### config.mk
export PLATFORM = sky130hd
export DESIGN_NAME = dsof_top
export DESIGN_NICKNAME = d
export VERILOG_FILES = /design/src/logic/dsof_pkg.sv /design/src/logic/dsof_top.sv
export SDC_FILE = /design/constraint.sdc
export NUM_CORES = 1
export LEC_CHECK = 0
export BUFFER_PORTS_ARGS = -buffer_cell sky130_fd_sc_hd__clkbuf_2
export CORE_MARGIN = 2
export CORE_UTILIZATION = 55
export DETAILED_ROUTE_END_ITERATION = 6
export PLACE_DENSITY = 0.77
export SKIP_LAST_GASP = 1
export SLEW_MARGIN = 25
export SYNTH_ARGS = -nofsm -noshare
export SYNTH_HDL_FRONTEND = slang
export SYNTH_SLANG_ARGS = --single-unit
### constraint.sdc
create_clock -name sys_clk_i -period 3.8 [get_ports sys_clk_i]
set_clock_uncertainty 0.15 [all_clocks]
set_input_delay 0.57 -clock sys_clk_i [delete_from_list [all_inputs] [get_ports sys_clk_i]]
set_output_delay 0.57 -clock sys_clk_i [all_outputs]
set_load 0.03 [all_outputs]
### src/logic/dsof_pkg.sv
/*
  Package for the drive status output flag block: register offsets, field
  positions, reset values and option codes of the selectable flags.
  Assumes a Wishbone classic slave with 32-bit data and byte addressing.
*/
package dsof_pkg;

  // ********************************************************
  // Register byte offsets.
  // ********************************************************
  localparam logic [7:0] DSOF_OFS_CTRL    = 8'h00;
  localparam logic [7:0] DSOF_OFS_OHLVL   = 8'h04;
  localparam logic [7:0] DSOF_OFS_LLLVL   = 8'h08;
  localparam logic [7:0] DSOF_OFS_VWIN    = 8'h0C;
  localparam logic [7:0] DSOF_OFS_CWIN    = 8'h10;
  localparam logic [7:0] DSOF_OFS_SEL     = 8'h14;
  localparam logic [7:0] DSOF_OFS_FLAGS   = 8'h18;
  localparam logic [7:0] DSOF_OFS_IRQSTAT = 8'h1C;
  localparam logic [7:0] DSOF_OFS_IRQMASK = 8'h20;

  // ********************************************************
  // Field positions.
  // ********************************************************
  localparam int DSOF_CTRL_UP0   = 0;
  localparam int DSOF_CTRL_UP2   = 2;
  localparam int DSOF_CTRL_LLM   = 3;
  localparam int DSOF_WIN_MAX_LO = 16;
  localparam int DSOF_SEL_T2_LO  = 8;
  localparam int DSOF_SEL_RL_LO  = 16;

  // ********************************************************
  // Reset values.
  // ********************************************************
  localparam logic [15:0] DSOF_RST_OHLVL = 16'h0FFF;
  localparam logic [15:0] DSOF_RST_LLLVL = 16'h0000;
  localparam logic [31:0] DSOF_RST_WIN   = 32'hFFFF_0000;
  localparam logic [7:0]  DSOF_RST_SEL   = 8'h00;

  // ********************************************************
  // Option codes and flag vector layout.
  // ********************************************************
  localparam int DSOF_NFLAG = 12;
  localparam logic [7:0] DSOF_OPT_OHW = 8'h2A;
  localparam logic [7:0] DSOF_OPT_LLF = 8'h2B;
  localparam logic [7:0] DSOF_OPT_UP1 = 8'h2C;
  localparam logic [7:0] DSOF_OPT_UP2 = 8'h2D;
  localparam logic [7:0] DSOF_OPT_UP3 = 8'h2E;
  localparam logic [7:0] DSOF_OPT_RDY = 8'h32;
  localparam logic [7:0] DSOF_OPT_FWD = 8'h33;
  localparam logic [7:0] DSOF_OPT_REV = 8'h34;
  localparam logic [7:0] DSOF_OPT_MJF = 8'h35;
  localparam logic [7:0] DSOF_OPT_VWF = 8'h36;
  localparam logic [7:0] DSOF_OPT_CWF = 8'h37;

  // Run direction commanded to the power stage.
  typedef enum logic [1:0] {
    DSOF_RUN_STOP = 2'b00,
    DSOF_RUN_FWD  = 2'b01,
    DSOF_RUN_REV  = 2'b10
  } dsof_run_type;

  // Measurements presented by the drive core.
  typedef struct packed {
    logic [15:0] heatsink_temp;
    logic [15:0] output_current;
    logic [15:0] voltage_analog_input;
    logic [15:0] current_analog_input;
  } dsof_meas_type;

endpackage

### src/logic/dsof_top.sv
/*
  Drive status output flags: compares measurements with software limits,
  keeps the run state, and routes the selected flags to two open-collector
  terminals and a relay. Assumes measurements and commands come from logic
  on sys_clk_i; only the hardware fault input is treated as asynchronous.
*/
// Implementation choices: the register addresses and register access over Wishbone.
module dsof_top
  import dsof_pkg::*;
(
  input  wire logic          sys_clk_i,
  input  wire logic          rstn_i,
  input  wire logic          wb_cyc_i,
  input  wire logic          wb_stb_i,
  input  wire logic          wb_we_i,
  input  wire logic [7:0]    wb_adr_i,
  input  wire logic [3:0]    wb_sel_i,
  input  wire logic [31:0]   wb_dat_i,
  output logic      [31:0]   wb_dat_o,
  output logic               wb_ack_o,
  input  wire dsof_meas_type meas_i,
  input  wire logic          power_ok_i,
  input  wire logic          cmd_fwd_i,
  input  wire logic          cmd_rev_i,
  input  wire logic          cmd_stop_i,
  input  wire logic          soft_trip_i,
  input  wire logic          hw_fault_i,
  input  wire logic          trip_reset_i,
  output logic [1:0]         run_dir_o,
  output logic               alarm_o,
  output logic               term1_oe_n_o,
  output logic               term2_oe_n_o,
  output logic               relay_o,
  output logic               irq_o
);

  // ********************************************************
  // Register bus.
  // ********************************************************
  logic [3:0]            ctrl_ff;
  logic [15:0]           ohlvl_ff;
  logic [15:0]           lllvl_ff;
  logic [31:0]           vwin_ff;
  logic [31:0]           cwin_ff;
  logic [23:0]           sel_ff;
  logic [DSOF_NFLAG-1:0] irq_stat_ff;
  logic [DSOF_NFLAG-1:0] irq_mask_ff;
  logic [DSOF_NFLAG-1:0] flags_ff;
  logic [DSOF_NFLAG-1:0] flags_q_ff;
  logic [31:0]           nxt_rdata;
  logic                  wr_stb;

  assign wr_stb = wb_cyc_i && wb_stb_i && wb_we_i && !wb_ack_o;

  // One wait state: ack rises the cycle after the strobe and drops after.
  always_ff @(posedge sys_clk_i or negedge rstn_i) begin
    if (!rstn_i) begin
      wb_ack_o <= 1'b0;
      wb_dat_o <= 32'h0000_0000;
    end else begin
      wb_ack_o <= wb_cyc_i && wb_stb_i && !wb_ack_o;
      if (wb_cyc_i && wb_stb_i && !wb_ack_o) wb_dat_o <= nxt_rdata;
    end
  end

  // Merges the written byte lanes into a register; other lanes keep value.
  function automatic logic [31:0] dsof_lanes(input logic [31:0] old);
    logic [31:0] r;
    r = old;
    for (int b = 0; b < 4; b++) begin
      if (wb_sel_i[b]) r[b*8 +: 8] = wb_dat_i[b*8 +: 8];
    end
    return r;
  endfunction

  // Configuration writes. Byte lanes are honoured for every register except
  // the control register, whose small fields use lane 0 alone.
  always_ff @(posedge sys_clk_i or negedge rstn_i) begin
    if (!rstn_i) begin
      ctrl_ff     <= 4'h0;
      ohlvl_ff    <= DSOF_RST_OHLVL;
      lllvl_ff    <= DSOF_RST_LLLVL;
      vwin_ff     <= DSOF_RST_WIN;
      cwin_ff     <= DSOF_RST_WIN;
      sel_ff      <= {DSOF_RST_SEL, DSOF_RST_SEL, DSOF_RST_SEL};
      irq_mask_ff <= '0;
    end else if (wr_stb) begin
      case (wb_adr_i)
        DSOF_OFS_CTRL: if (wb_sel_i[0]) ctrl_ff <= wb_dat_i[3:0];
        DSOF_OFS_OHLVL: ohlvl_ff <= 16'(dsof_lanes({16'h0, ohlvl_ff}));
        DSOF_OFS_LLLVL: lllvl_ff <= 16'(dsof_lanes({16'h0, lllvl_ff}));
        DSOF_OFS_VWIN: vwin_ff <= dsof_lanes(vwin_ff);
        DSOF_OFS_CWIN: cwin_ff <= dsof_lanes(cwin_ff);
        DSOF_OFS_SEL: sel_ff <= 24'(dsof_lanes({8'h0, sel_ff}));
        DSOF_OFS_IRQMASK: irq_mask_ff <= 12'(dsof_lanes({20'h0, irq_mask_ff}));
        default: ;
      endcase
    end
  end

  // Read mux; unmapped addresses read as zero and still get an ack.
  always_comb begin
    nxt_rdata = 32'h0000_0000;
    case (wb_adr_i)
      DSOF_OFS_CTRL:    nxt_rdata = {28'h0, ctrl_ff};
      DSOF_OFS_OHLVL:   nxt_rdata = {16'h0, ohlvl_ff};
      DSOF_OFS_LLLVL:   nxt_rdata = {16'h0, lllvl_ff};
      DSOF_OFS_VWIN:    nxt_rdata = vwin_ff;
      DSOF_OFS_CWIN:    nxt_rdata = cwin_ff;
      DSOF_OFS_SEL:     nxt_rdata = {8'h0, sel_ff};
      DSOF_OFS_FLAGS:   nxt_rdata = {20'h0, flags_ff};
      DSOF_OFS_IRQSTAT: nxt_rdata = {20'h0, irq_stat_ff};
      DSOF_OFS_IRQMASK: nxt_rdata = {20'h0, irq_mask_ff};
      default:          nxt_rdata = 32'h0000_0000;
    endcase
  end

  // ********************************************************
  // Hardware fault synchroniser and trip state.
  // ********************************************************
  logic hw_meta_ff;
  logic hw_sync_ff;
  logic alarm_ff;
  logic major_ff;

  always_ff @(posedge sys_clk_i or negedge rstn_i) begin
    if (!rstn_i) begin
      hw_meta_ff <= 1'b0;
      hw_sync_ff <= 1'b0;
    end else begin
      hw_meta_ff <= hw_fault_i;
      hw_sync_ff <= hw_meta_ff;
    end
  end

  // A trip latches until reset; a new cause in the reset cycle wins.
  always_ff @(posedge sys_clk_i or negedge rstn_i) begin
    if (!rstn_i) begin
      alarm_ff <= 1'b0;
      major_ff <= 1'b0;
    end else begin
      if (hw_sync_ff || soft_trip_i) begin
        alarm_ff <= 1'b1;
      end else if (trip_reset_i) begin
        alarm_ff <= 1'b0;
      end
      if (hw_sync_ff) begin
        major_ff <= 1'b1;
      end else if (trip_reset_i && !soft_trip_i) begin
        major_ff <= 1'b0;
      end
    end
  end

  // ********************************************************
  // Run state machine.
  // ********************************************************
  dsof_run_type run_ff;
  dsof_run_type nxt_run;
  logic         ready;

  // Ready only with good mains and no latched trip.
  assign ready = power_ok_i && !alarm_ff;

  always_comb begin
    nxt_run = run_ff;
    case (run_ff)
      DSOF_RUN_STOP, DSOF_RUN_FWD, DSOF_RUN_REV: begin
        if (!ready) begin
          nxt_run = DSOF_RUN_STOP;
        end else if (cmd_stop_i || (cmd_fwd_i && cmd_rev_i)) begin
          nxt_run = DSOF_RUN_STOP;
        end else if (cmd_fwd_i) begin
          nxt_run = DSOF_RUN_FWD;
        end else if (cmd_rev_i) begin
          nxt_run = DSOF_RUN_REV;
        end
      end
      default: nxt_run = DSOF_RUN_STOP;
    endcase
  end

  always_ff @(posedge sys_clk_i or negedge rstn_i) begin
    if (!rstn_i) begin
      run_ff <= DSOF_RUN_STOP;
    end else begin
      run_ff <= nxt_run;
    end
  end

  assign run_dir_o = run_ff;
  assign alarm_o   = alarm_ff;

  // ********************************************************
  // Flag evaluation.
  // ********************************************************
  logic [DSOF_NFLAG-1:0] nxt_flags;
  logic                  ll_active;

  // Light-load mode bit set limits detection to running.
  assign ll_active = !ctrl_ff[DSOF_CTRL_LLM] || (run_ff != DSOF_RUN_STOP);

  always_comb begin
    nxt_flags     = '0;
    nxt_flags[0]  = meas_i.heatsink_temp > ohlvl_ff;
    nxt_flags[1]  = ll_active && (meas_i.output_current < lllvl_ff);
    nxt_flags[4:2] = ctrl_ff[DSOF_CTRL_UP2:DSOF_CTRL_UP0];
    nxt_flags[5]  = ready;
    nxt_flags[6]  = run_ff == DSOF_RUN_FWD;
    nxt_flags[7]  = run_ff == DSOF_RUN_REV;
    nxt_flags[8]  = major_ff;
    nxt_flags[9]  = (meas_i.voltage_analog_input >= vwin_ff[15:0]) &&
                    (meas_i.voltage_analog_input <=
                     vwin_ff[DSOF_WIN_MAX_LO +: 16]);
    nxt_flags[10] = (meas_i.current_analog_input >= cwin_ff[15:0]) &&
                    (meas_i.current_analog_input <=
                     cwin_ff[DSOF_WIN_MAX_LO +: 16]);
    nxt_flags[11] = alarm_ff;
  end

  always_ff @(posedge sys_clk_i or negedge rstn_i) begin
    if (!rstn_i) begin
      flags_ff   <= '0;
      flags_q_ff <= '0;
    end else begin
      flags_ff   <= nxt_flags;
      flags_q_ff <= flags_ff;
    end
  end

  // ********************************************************
  // Output routing.
  // ********************************************************
  // Option code of each flag bit; the alarm bit has none and is not routed.
  localparam logic [7:0] OPT_CODE [DSOF_NFLAG-1] = '{DSOF_OPT_OHW,
    DSOF_OPT_LLF, DSOF_OPT_UP1, DSOF_OPT_UP2, DSOF_OPT_UP3, DSOF_OPT_RDY,
    DSOF_OPT_FWD, DSOF_OPT_REV, DSOF_OPT_MJF, DSOF_OPT_VWF, DSOF_OPT_CWF};
  function automatic logic dsof_pick(input logic [7:0] code,
                                     input logic [DSOF_NFLAG-1:0] f);
    logic r;
    r = 1'b0;
    for (int k = 0; k < DSOF_NFLAG - 1; k++) begin
      if (code == OPT_CODE[k]) r = f[k];
    end
    return r;
  endfunction

  // Open collector: a set flag sinks current, so enable is low then.
  always_ff @(posedge sys_clk_i or negedge rstn_i) begin
    if (!rstn_i) begin
      term1_oe_n_o <= 1'b1;
      term2_oe_n_o <= 1'b1;
      relay_o      <= 1'b0;
    end else begin
      term1_oe_n_o <= !dsof_pick(sel_ff[7:0], flags_ff);
      term2_oe_n_o <= !dsof_pick(sel_ff[DSOF_SEL_T2_LO +: 8], flags_ff);
      relay_o      <= dsof_pick(sel_ff[DSOF_SEL_RL_LO +: 8], flags_ff);
    end
  end

  // ********************************************************
  // Interrupts: rising flag edges, write-one-to-clear, set wins.
  // ********************************************************
  logic [DSOF_NFLAG-1:0] rise;
  logic [DSOF_NFLAG-1:0] clr;

  assign rise = flags_ff & ~flags_q_ff;
  assign clr  = (wr_stb && wb_adr_i == DSOF_OFS_IRQSTAT) ?
                (wb_dat_i[DSOF_NFLAG-1:0] &
                 {{4{wb_sel_i[1]}}, {8{wb_sel_i[0]}}}) : '0;

  always_ff @(posedge sys_clk_i or negedge rstn_i) begin
    if (!rstn_i) begin
      irq_stat_ff <= '0;
    end else begin
      irq_stat_ff <= (irq_stat_ff & ~clr) | rise;
    end
  end

  assign irq_o = |(irq_stat_ff & irq_mask_ff);
endmodule

### Word level (Yosys, flattened, before mapping)

Index checks and enable logic that the tools add are counted.

| storage, ports and cells | value |
|---|---|
| register bits | 214 |
| input bits | 120 |
| output and inout port bits | 40 |
| logic and storage cells | 177 |

| operators by class | value |
|---|---|
| order comparisons | 6 |
| eq/ne operators | 44 |
| mux-type cells | 44 |
| bitwise logic cells | 7 |
| reduce and logical (&&, ||, !) cells | 45 |

Operators with widths:

| kind | count |
|---|---|
| $pmux W32 S9 | 1 |
| $eq A8 B6 Y1 const B | 34 |
| $reduce_and A3 Y1 | 18 |
| $and A12 B12 Y12 | 4 |
| $mux W1 | 37 |
| $eq A8 B5 Y1 const B | 4 |
| $ge A16 B16 Y1 | 2 |
| $le A16 B16 Y1 | 2 |
| $not A12 Y12 | 2 |
| $eq A8 B4 Y1 const B | 2 |
| $gt A16 B16 Y1 | 1 |
| $lt A16 B16 Y1 | 1 |
| $mux W12 | 1 |
| $or A12 B12 Y12 | 1 |
| $reduce_or A12 Y1 | 1 |
| $logic_and A1 B1 Y1 | 11 |
| $mux W2 | 5 |
| $eq A8 B3 Y1 const B | 1 |
| $logic_not A8 Y1 | 1 |
| $logic_not A1 Y1 | 6 |
| $reduce_bool A2 Y1 | 3 |
| $ne A5 B5 Y1 const B | 1 |
| $logic_or A1 B1 Y1 | 3 |
| $reduce_or A3 Y1 | 1 |
| other kinds (3) | 3 |

### Logic depth before layout (Yosys ltp)

Gate-level depths: netlist (run 1).

| logic depth | value |
|---|---|
| word-level depth | 13 |
| depth in mapped cells | 7 |
| gate-level depth less buffers | 7 |

### Worst setup path after synthesis (run 1)

Ideal clock, no wire load.

| timing | value |
|---|---|
| path kind | input port to flip-flop |
| start point | input port wb_adr_i[4] |
| end point | register vwin_ff[0] |
| library setup time | 0.125 ns |
| data arrival time | 2.213 ns |
| data required time | 3.525 ns |
| setup slack | 1.312 ns |
| cell stages on the path | 6 |
| cells stage by stage | buf_4 nor4_2 and2_1 nand2_1 nor2_2 mux2_2 |

| on the way | value |
|---|---|
| longest elaborated chain between the ends | 2 |

Ends and longest elaborated chain:

| element | RTL line | source |
|---|---|---|
| from (decl) | dsof_top.sv:16 | `input wire logic [7:0] wb_adr_i,` |
| $eq A8 B4 Y1 | dsof_top.sv:88 | `case (wb_adr_i)` |
| $reduce_and A3 Y1 (no source line) | -- |  |
| to (signal assigned) | dsof_top.sv:92 | `DSOF_OFS_VWIN: vwin_ff <= dsof_lanes(vwin_ff);` |
| to (decl) | dsof_top.sv:43 | `logic [31:0] vwin_ff;` |

No other way between the ends.
A chain may end at the register's enable or synchronous reset.

### Worst setup path after layout (run 1)

| timing | value |
|---|---|
| start point | input port wb_adr_i[2] |
| end point | register sel_ff[6] |

| on the way | value |
|---|---|
| longest elaborated chain between the ends | 2 |

Ends and longest elaborated chain:

| element | RTL line | source |
|---|---|---|
| $eq A8 B5 Y1 | dsof_top.sv:88 |  |
| $reduce_and A3 Y1 (no source line) | -- |  |
| to (signal assigned) | dsof_top.sv:85 | `sel_ff <= {DSOF_RST_SEL, DSOF_RST_SEL, DSOF_RST_SEL};` |
| to (signal assigned) | dsof_top.sv:94 | `DSOF_OFS_SEL: sel_ff <= 24'(dsof_lanes({8'h0, sel_ff}));` |
| to (decl) | dsof_top.sv:45 | `logic [23:0] sel_ff;` |

No other way between the ends.

==> results of run 1 <==
## worst max-delay path: cells and delay by family
kind	cells	cell delay [ps]
AND/OR/NAND/NOR	4	1680
buffers and inverters	1	360
multiplexers	1	360
## final cells by class
cell class | instances | area [µm²]
clock buffers | 30 | 632
clock inverters | 11 | 174
fillers | 1701 | 7310
inverters | 113 | 424
multi-input cells | 694 | 5710
flip-flops and latches | 214 | 5410
well taps | 275 | 344
repair buffers | 175 | 952
## synthesized netlist by cell type, types with 15 or more instances
master,number,area (µm²)
a221oi_1,24,210
a21oi_1,44,220
nand3_1,15,75.1
a22o_1,19,166
nand4_1,15,93.8
dfrtp_1,168,4200
a21o_1,16,120
nand2_1,55,206
clkbuf_1,25,93.8
dfstp_2,46,1210
nor2_1,57,214
inv_1,113,424
a22oi_1,20,150
ha_1,95,1190
o21ai_0,34,170
mux2_2,138,1550
## registers in the layout, summed over array words and instances (netlist names)
signal,count
hw_sync_ff,1
flags_q_ff,12
ohlvl_ff,16
major_ff,1
flags_ff,12
lllvl_ff,16
ctrl_ff,4
run_dir_o,2
irq_mask_ff,12
wb_dat_o,32
cwin_ff,32
irq_stat_ff,12
wb_ack_o,1
alarm_o,1
term1_oe_n_o,1
term2_oe_n_o,1
relay_o,1
sel_ff,24
hw_meta_ff,1
vwin_ff,32
## metal layers
metal | vias to the layer above | GRT usage [%]
met5 | - | 0
met4 | 0 | 7.64
met3 | 63 | 4.91
met2 | 412 | 46.8
met1 | 4528 | 42.7
li1 | 4181 | -
## power breakdown
part	switching (W)	total (W)	leakage, nW	internal (W)
registers	0.0000685	0.00243	2.68	0.00236
logic	0.000376	0.000589	3.14	0.000213
clock network	0.000936	0.00239	0.400	0.00145
## final timing paths
path,slack (ps),cells past startpoint,from,to
min in group sys_clk_i,60,2,cmd_fwd_i,run_dir_o[1]
setup reg to reg,1120,7,wb_ack_o,irq_stat_ff[0]
hold reg to reg,200,0,hw_meta_ff,hw_sync_ff
hold / removal,3,1,rstn_i,flags_ff[3]
max in group asynchronous,2680,2,rstn_i,vwin_ff[21]
setup / recovery,1080,6,wb_adr_i[2],sel_ff[6]
## cell families (layout without fill, tap and decap cells)
group | after synthesis | after routing | share of synthesized area [%]
AOI/OAI and AO/OA | 218 | 218 | 12.8
adders and majority gates | 95 | 95 | 10.2
buffers and inverters | 147 | 329 | 4.83
DFF | 214 | 214 | 46.3
muxes | 162 | 162 | 16.0
and+or+nand+nor | 219 | 219 | 9.79
## metrics by stage
step | instances | hold WS (ps) | worst slack [ps]
3_5_place_dp | 1470 | 189 | 612
2_1_floorplan | 1055 | 124 | 1310
4_1_cts | 1512 | 37.3 | 1130
6_report | 1512 | 3.11 | 1080
3_3_place_gp | 1470 | 194 | 684
5_1_grt | 1512 | 66.2 | 896
==> flow_summary.ini, run 1 <==
[run_status]
outcome = finished, final reports clean

[synth]
ys_ff_latch = 214
ys.flop_type = dfrtp_1
syn_area_per_cell_um2 = 11.1
ys_warn_count = 0
synthArstFlopShare_pct = 100
syn_inst = 1055
ys_seq_area_share_pct = 46.3
synth_enable_flop_cells = 0
syn-num-nets = 1270
syn_area_mm2 = 0.0117
ys_types = 60

[clocking]
clock-root-buffer = clkbuf_16
clk_path_buf_depth = 3
post-cts-setup-buffers = 0
cts_hold_buf = 1
clk_latency_ps = 530
cts_resized = 0
cts.sinks = 214
clk_pin_slew_ps = 60
cts_tree = done
cts.htree.levels = 1
numCtsBuffers = 23

[final_layout]
final_common_cell = dfrtp_1
area_growth_pct = 16.8
fin_util_pct = 65.1
nNetsFinal = 1436
fin_area_mm2 = 0.0136
layout_common_cells = dfrtp_1, clkbuf_2, mux2_2
antenna_cells = 0
drive_gt1_share_pct = 34.0

[setup_path]
max_stage_delay_ps = 580
cp.required_ps = 4050
critPathKind = in -> reg
critPathCaptureType = flop
cp_slowest_cell = nor3b_2
startpoint_type = input pin
crit_chain = clkbuf_2 > nor3b_2 > nand2_1 > nor2_1 > nand2_1 > mux2_2
cp_max_fo = 16
crit_top_cell = nand2_1
crit_arrival_ps = 2960

[place]
dp_hpwl_mm = 24.3
dpl_cell_area_mm2 = 0.0128
io_buffers = 159
routabilityCongestion = 0.990

[sta]
setup_viol = 0
slew_headroom_pct = 42.4
report.final.slew_viol_count = 0
tns_ps = 0
fin_crit_sh_pct = 71.6
rsz0062_at_grt = false
worst_slew_pin_slew_ps = 864
hold_viol_final = 0
min_period_ps = 2720
fmax_mhz = 368

[pwr]
power.density_mw_per_mm2 = 396
total_power_w = 0.00541
p_leak_nw = 6.22
peakVddDrop_v = 0.000269

[routing]
wl_met2_mm = 14.7
drt-vias-per-instance = 6.07
drt_iter0_drc = 600
routedWlPerCell_um = 21.3
highest-signal-layer = met4
drc = 0
met3_wirelength_mm = 2.67
wl_met1_mm = 14.1
vias = 9184
ant_nets = 0
dr.pass1.iters = 5
wl_mm = 32.3

[min_path]
hold_path_class = in -> async

[global_routing]
grt_pass1_wl_mm = 51.2
antenna_found_initial = 0
overflow = 0
grt_pass1_vias = 9038
track_usage_pct = 29.6
grt_max_degree = 103

[die]
io_pins = 160
initial_core_util_pct = 55.8
die-height_um = 150
die_area_mm2 = 0.0224
core_mm2 = 0.0210
die_w_um = 150
rows = 53

[flow_run]
drv_cap = 0
No activity file was read; power rests on OpenSTA's default activity.
==> run 2, diff against run 1 <==
- ABC_AREA: not set -> 1
- CORE_UTILIZATION: 55 -> 53
- clock period: 3.8 -> 2.3 ns (I/O delays scaled with it)
==> flow_summary.ini, run 2 <==
[sta]
setup_viol = 0
setup_slack_ps = 154
slew_headroom_pct = 68.1
fmax_mhz = 466
worst_slew_pin_slew_ps = 478
min_period_ps = 2150
rsz0062_at_grt = false
fin_crit_sh_pct = 93.3
tns_ps = 0
hold_viol_final = 0
report.final.slew_viol_count = 0

[final_layout]
multi_input_area_mm2 = 0.00560
biggestRegsByFlops = cwin_ff (32), vwin_ff (32), wb_dat_o (32)
fin_util_pct = 63.0
antenna_cells = 0
nNetsFinal = 1932
drive_gt1_share_pct = 16.8
layout_common_cells = nand2_1, inv_1, dfrtp_1
final-seq-area_mm2 = 0.00541
area_growth_pct = 17.8
nFillCells = 1998
final_common_cell = nand2_1

[pwr]
switching_share_pct = 23.6
switchingPower_w = 0.00199
p_comb_share_pct = 8.2
seqPwrFrac_pct = 45.8
internal_power_w = 0.00643
power.density_mw_per_mm2 = 595
clkPwrFrac_pct = 46.0
peakVddDrop_v = 0.000426
p_leak_nw = 6.87

[routing]
ant_nets = 0
drc = 0
vias = 11000
drt-vias-per-instance = 5.45
routedWlPerCell_um = 17.1
drt_iter0_drc = 772
wl_mm = 34.5
dr.pass1.iters = 5

[die]
core_mm2 = 0.0224
rows = 55
die-height_um = 154
die_w_um = 154
io_pins = 160
initial_core_util_pct = 53.5
die_area_mm2 = 0.0239

[synth]
syn_area_mm2 = 0.0120
syn_inst = 1527
ys_warn_count = 0
synth_fa_ha_area_share_pct = 9.91
syn-num-nets = 1742
ys_ff_latch = 214
synth_common_cells = nand2_1, inv_1, dfrtp_1
ys_types = 34
ys_seq_area_share_pct = 45.1
synthArstFlopShare_pct = 100
synth_compound_area_share_pct = 13.1
synth_most_common_cell = nand2_1
yosysTopAreaCell = dfrtp_1
ys.flop_type = dfrtp_1
synth_top_family_by_area = simple AND/OR/NAND/NOR gates
synth_simple_gate_area_share_pct = 23.6
synthXorXnorAreaFrac_pct = 0
synth_enable_flop_cells = 0
synth_area_leaders = dfrtp_1, nand2_1, dfstp_2, ha_1, o21ai_0
netlist.area_leader.share_pct = 35.0
muxShareOfSynthArea_pct = 0
syn_area_per_cell_um2 = 7.86

[clocking]
clk_path_buf_depth = 3
cts_tree = done
cts.sinks = 214
clk_latency_ps = 510
numCtsBuffers = 23
clk_pin_slew_ps = 60
clock-root-buffer = clkbuf_16
cts.htree.levels = 1

[setup_path]
critPathCaptureType = primary output
reg2reg_setup_slack_ps = 350
critPathKind = reg -> out
startpoint_type = flop
reg2reg_depth = 6
crit_arrival_ps = 1650
cp_max_fo = 3
cp.required_ps = 1800

[run_status]
outcome = finished, final reports clean

[global_routing]
antenna_found_initial = 0
grt_max_degree = 77
grt_pass1_wl_mm = 54.5
overflow = 0
track_usage_pct = 29.0
grt_pass1_vias = 10600

[place]
dp_slack_ps = 168
dp_hpwl_mm = 26.0
routabilityCongestion = 1.00
io_buffers = 159

[flow_run]
drv_cap = 0

[min_path]
hold_path_class = in -> reg
hold_depth = 3
[run 2: timing repair]
item | CTS | global route
resized for setup | 0 | 0
hold buffers | 26 | 0
endpoints found under the hold margin | 86 | 0
buffers inserted | 0 | 0
endpoints found under the setup margin | 0 | 0
[run 2: layer usage]
| layer | track usage [%] | routed length (µm) | up-vias |
|---|---|---|---|
| met5 | 0 | 0 | - |
| met4 | 10.4 | 1230 | 0 |
| met3 | 4.26 | 2320 | 77 |
| met2 | 47.2 | 15900 | 431 |
| li1 | - | - | 5311 |
| met1 | 39.9 | 15100 | 5179 |
[run 2: logic make-up (layout without fill, tap and decap cells)]
logic type,count (synthesis),count (layout)
adders and majority gates,95,95
buffers and inverters,241,447
DFF,214,214
and+or+nand+nor,673,673
AOI/OAI and AO/OA,304,304
[run 2: through the flow]
step | instances | total power (W) | hold WS (ps) | instance area (µm²)
after detailed placement | 1951 | 0.00457 | 156 | 13100
after global routing | 2018 | 0.00868 | 76.9 | 14100
after CTS | 2018 | 0.00843 | 38.0 | 14100
after floorplan | 1527 | 0.00422 | -101 | 12000
after global placement | 1951 | 0.00455 | 151 | 13100
final | 2018 | 0.00841 | 49.4 | 14100
[run 2: path summary, 6_finish.rpt]
kind                                startpoint              to
max in group asynchronous               rstn_i    term2_oe_n_o
worst max-delay path            irq_mask_ff[8]           irq_o
worst min-delay path              wb_dat_i[13]     cwin_ff[13]
min in group asynchronous               rstn_i  irq_mask_ff[5]
worst min register to register      hw_meta_ff      hw_sync_ff
worst max register to register        wb_ack_o  irq_stat_ff[4]
[run 2: cell type report]
| class | count | share of cell area (%) |
|---|---|---|
| multi-input cells | 1072 | 39.6 |
| flip-flops and latches | 214 | 38.3 |
| clock buffers | 32 | 4.45 |
| well taps | 285 | 2.52 |
| clock inverters | 9 | 1.06 |
| repair buffers | 201 | 8.56 |
| inverters | 205 | 5.50 |
[run 2: worst max-delay path: stages, from the launching register on]
cell      delay [ps]
dfrtp_1          410
nand2_1          120
nand2_1           60
a221oi_1         200
nand3_1          150
clkbuf_2         210
[run 2: power groups by stage]
stage          Clock (W)  Combinational [W]  Sequential (W)
2_1_floorplan          0           0.000308         0.00391
3_3_place_gp           0           0.000633         0.00392
3_5_place_dp           0           0.000654         0.00392
4_1_cts          0.00389           0.000691         0.00385
5_1_grt          0.00404           0.000782         0.00386
6_report         0.00387           0.000690         0.00385
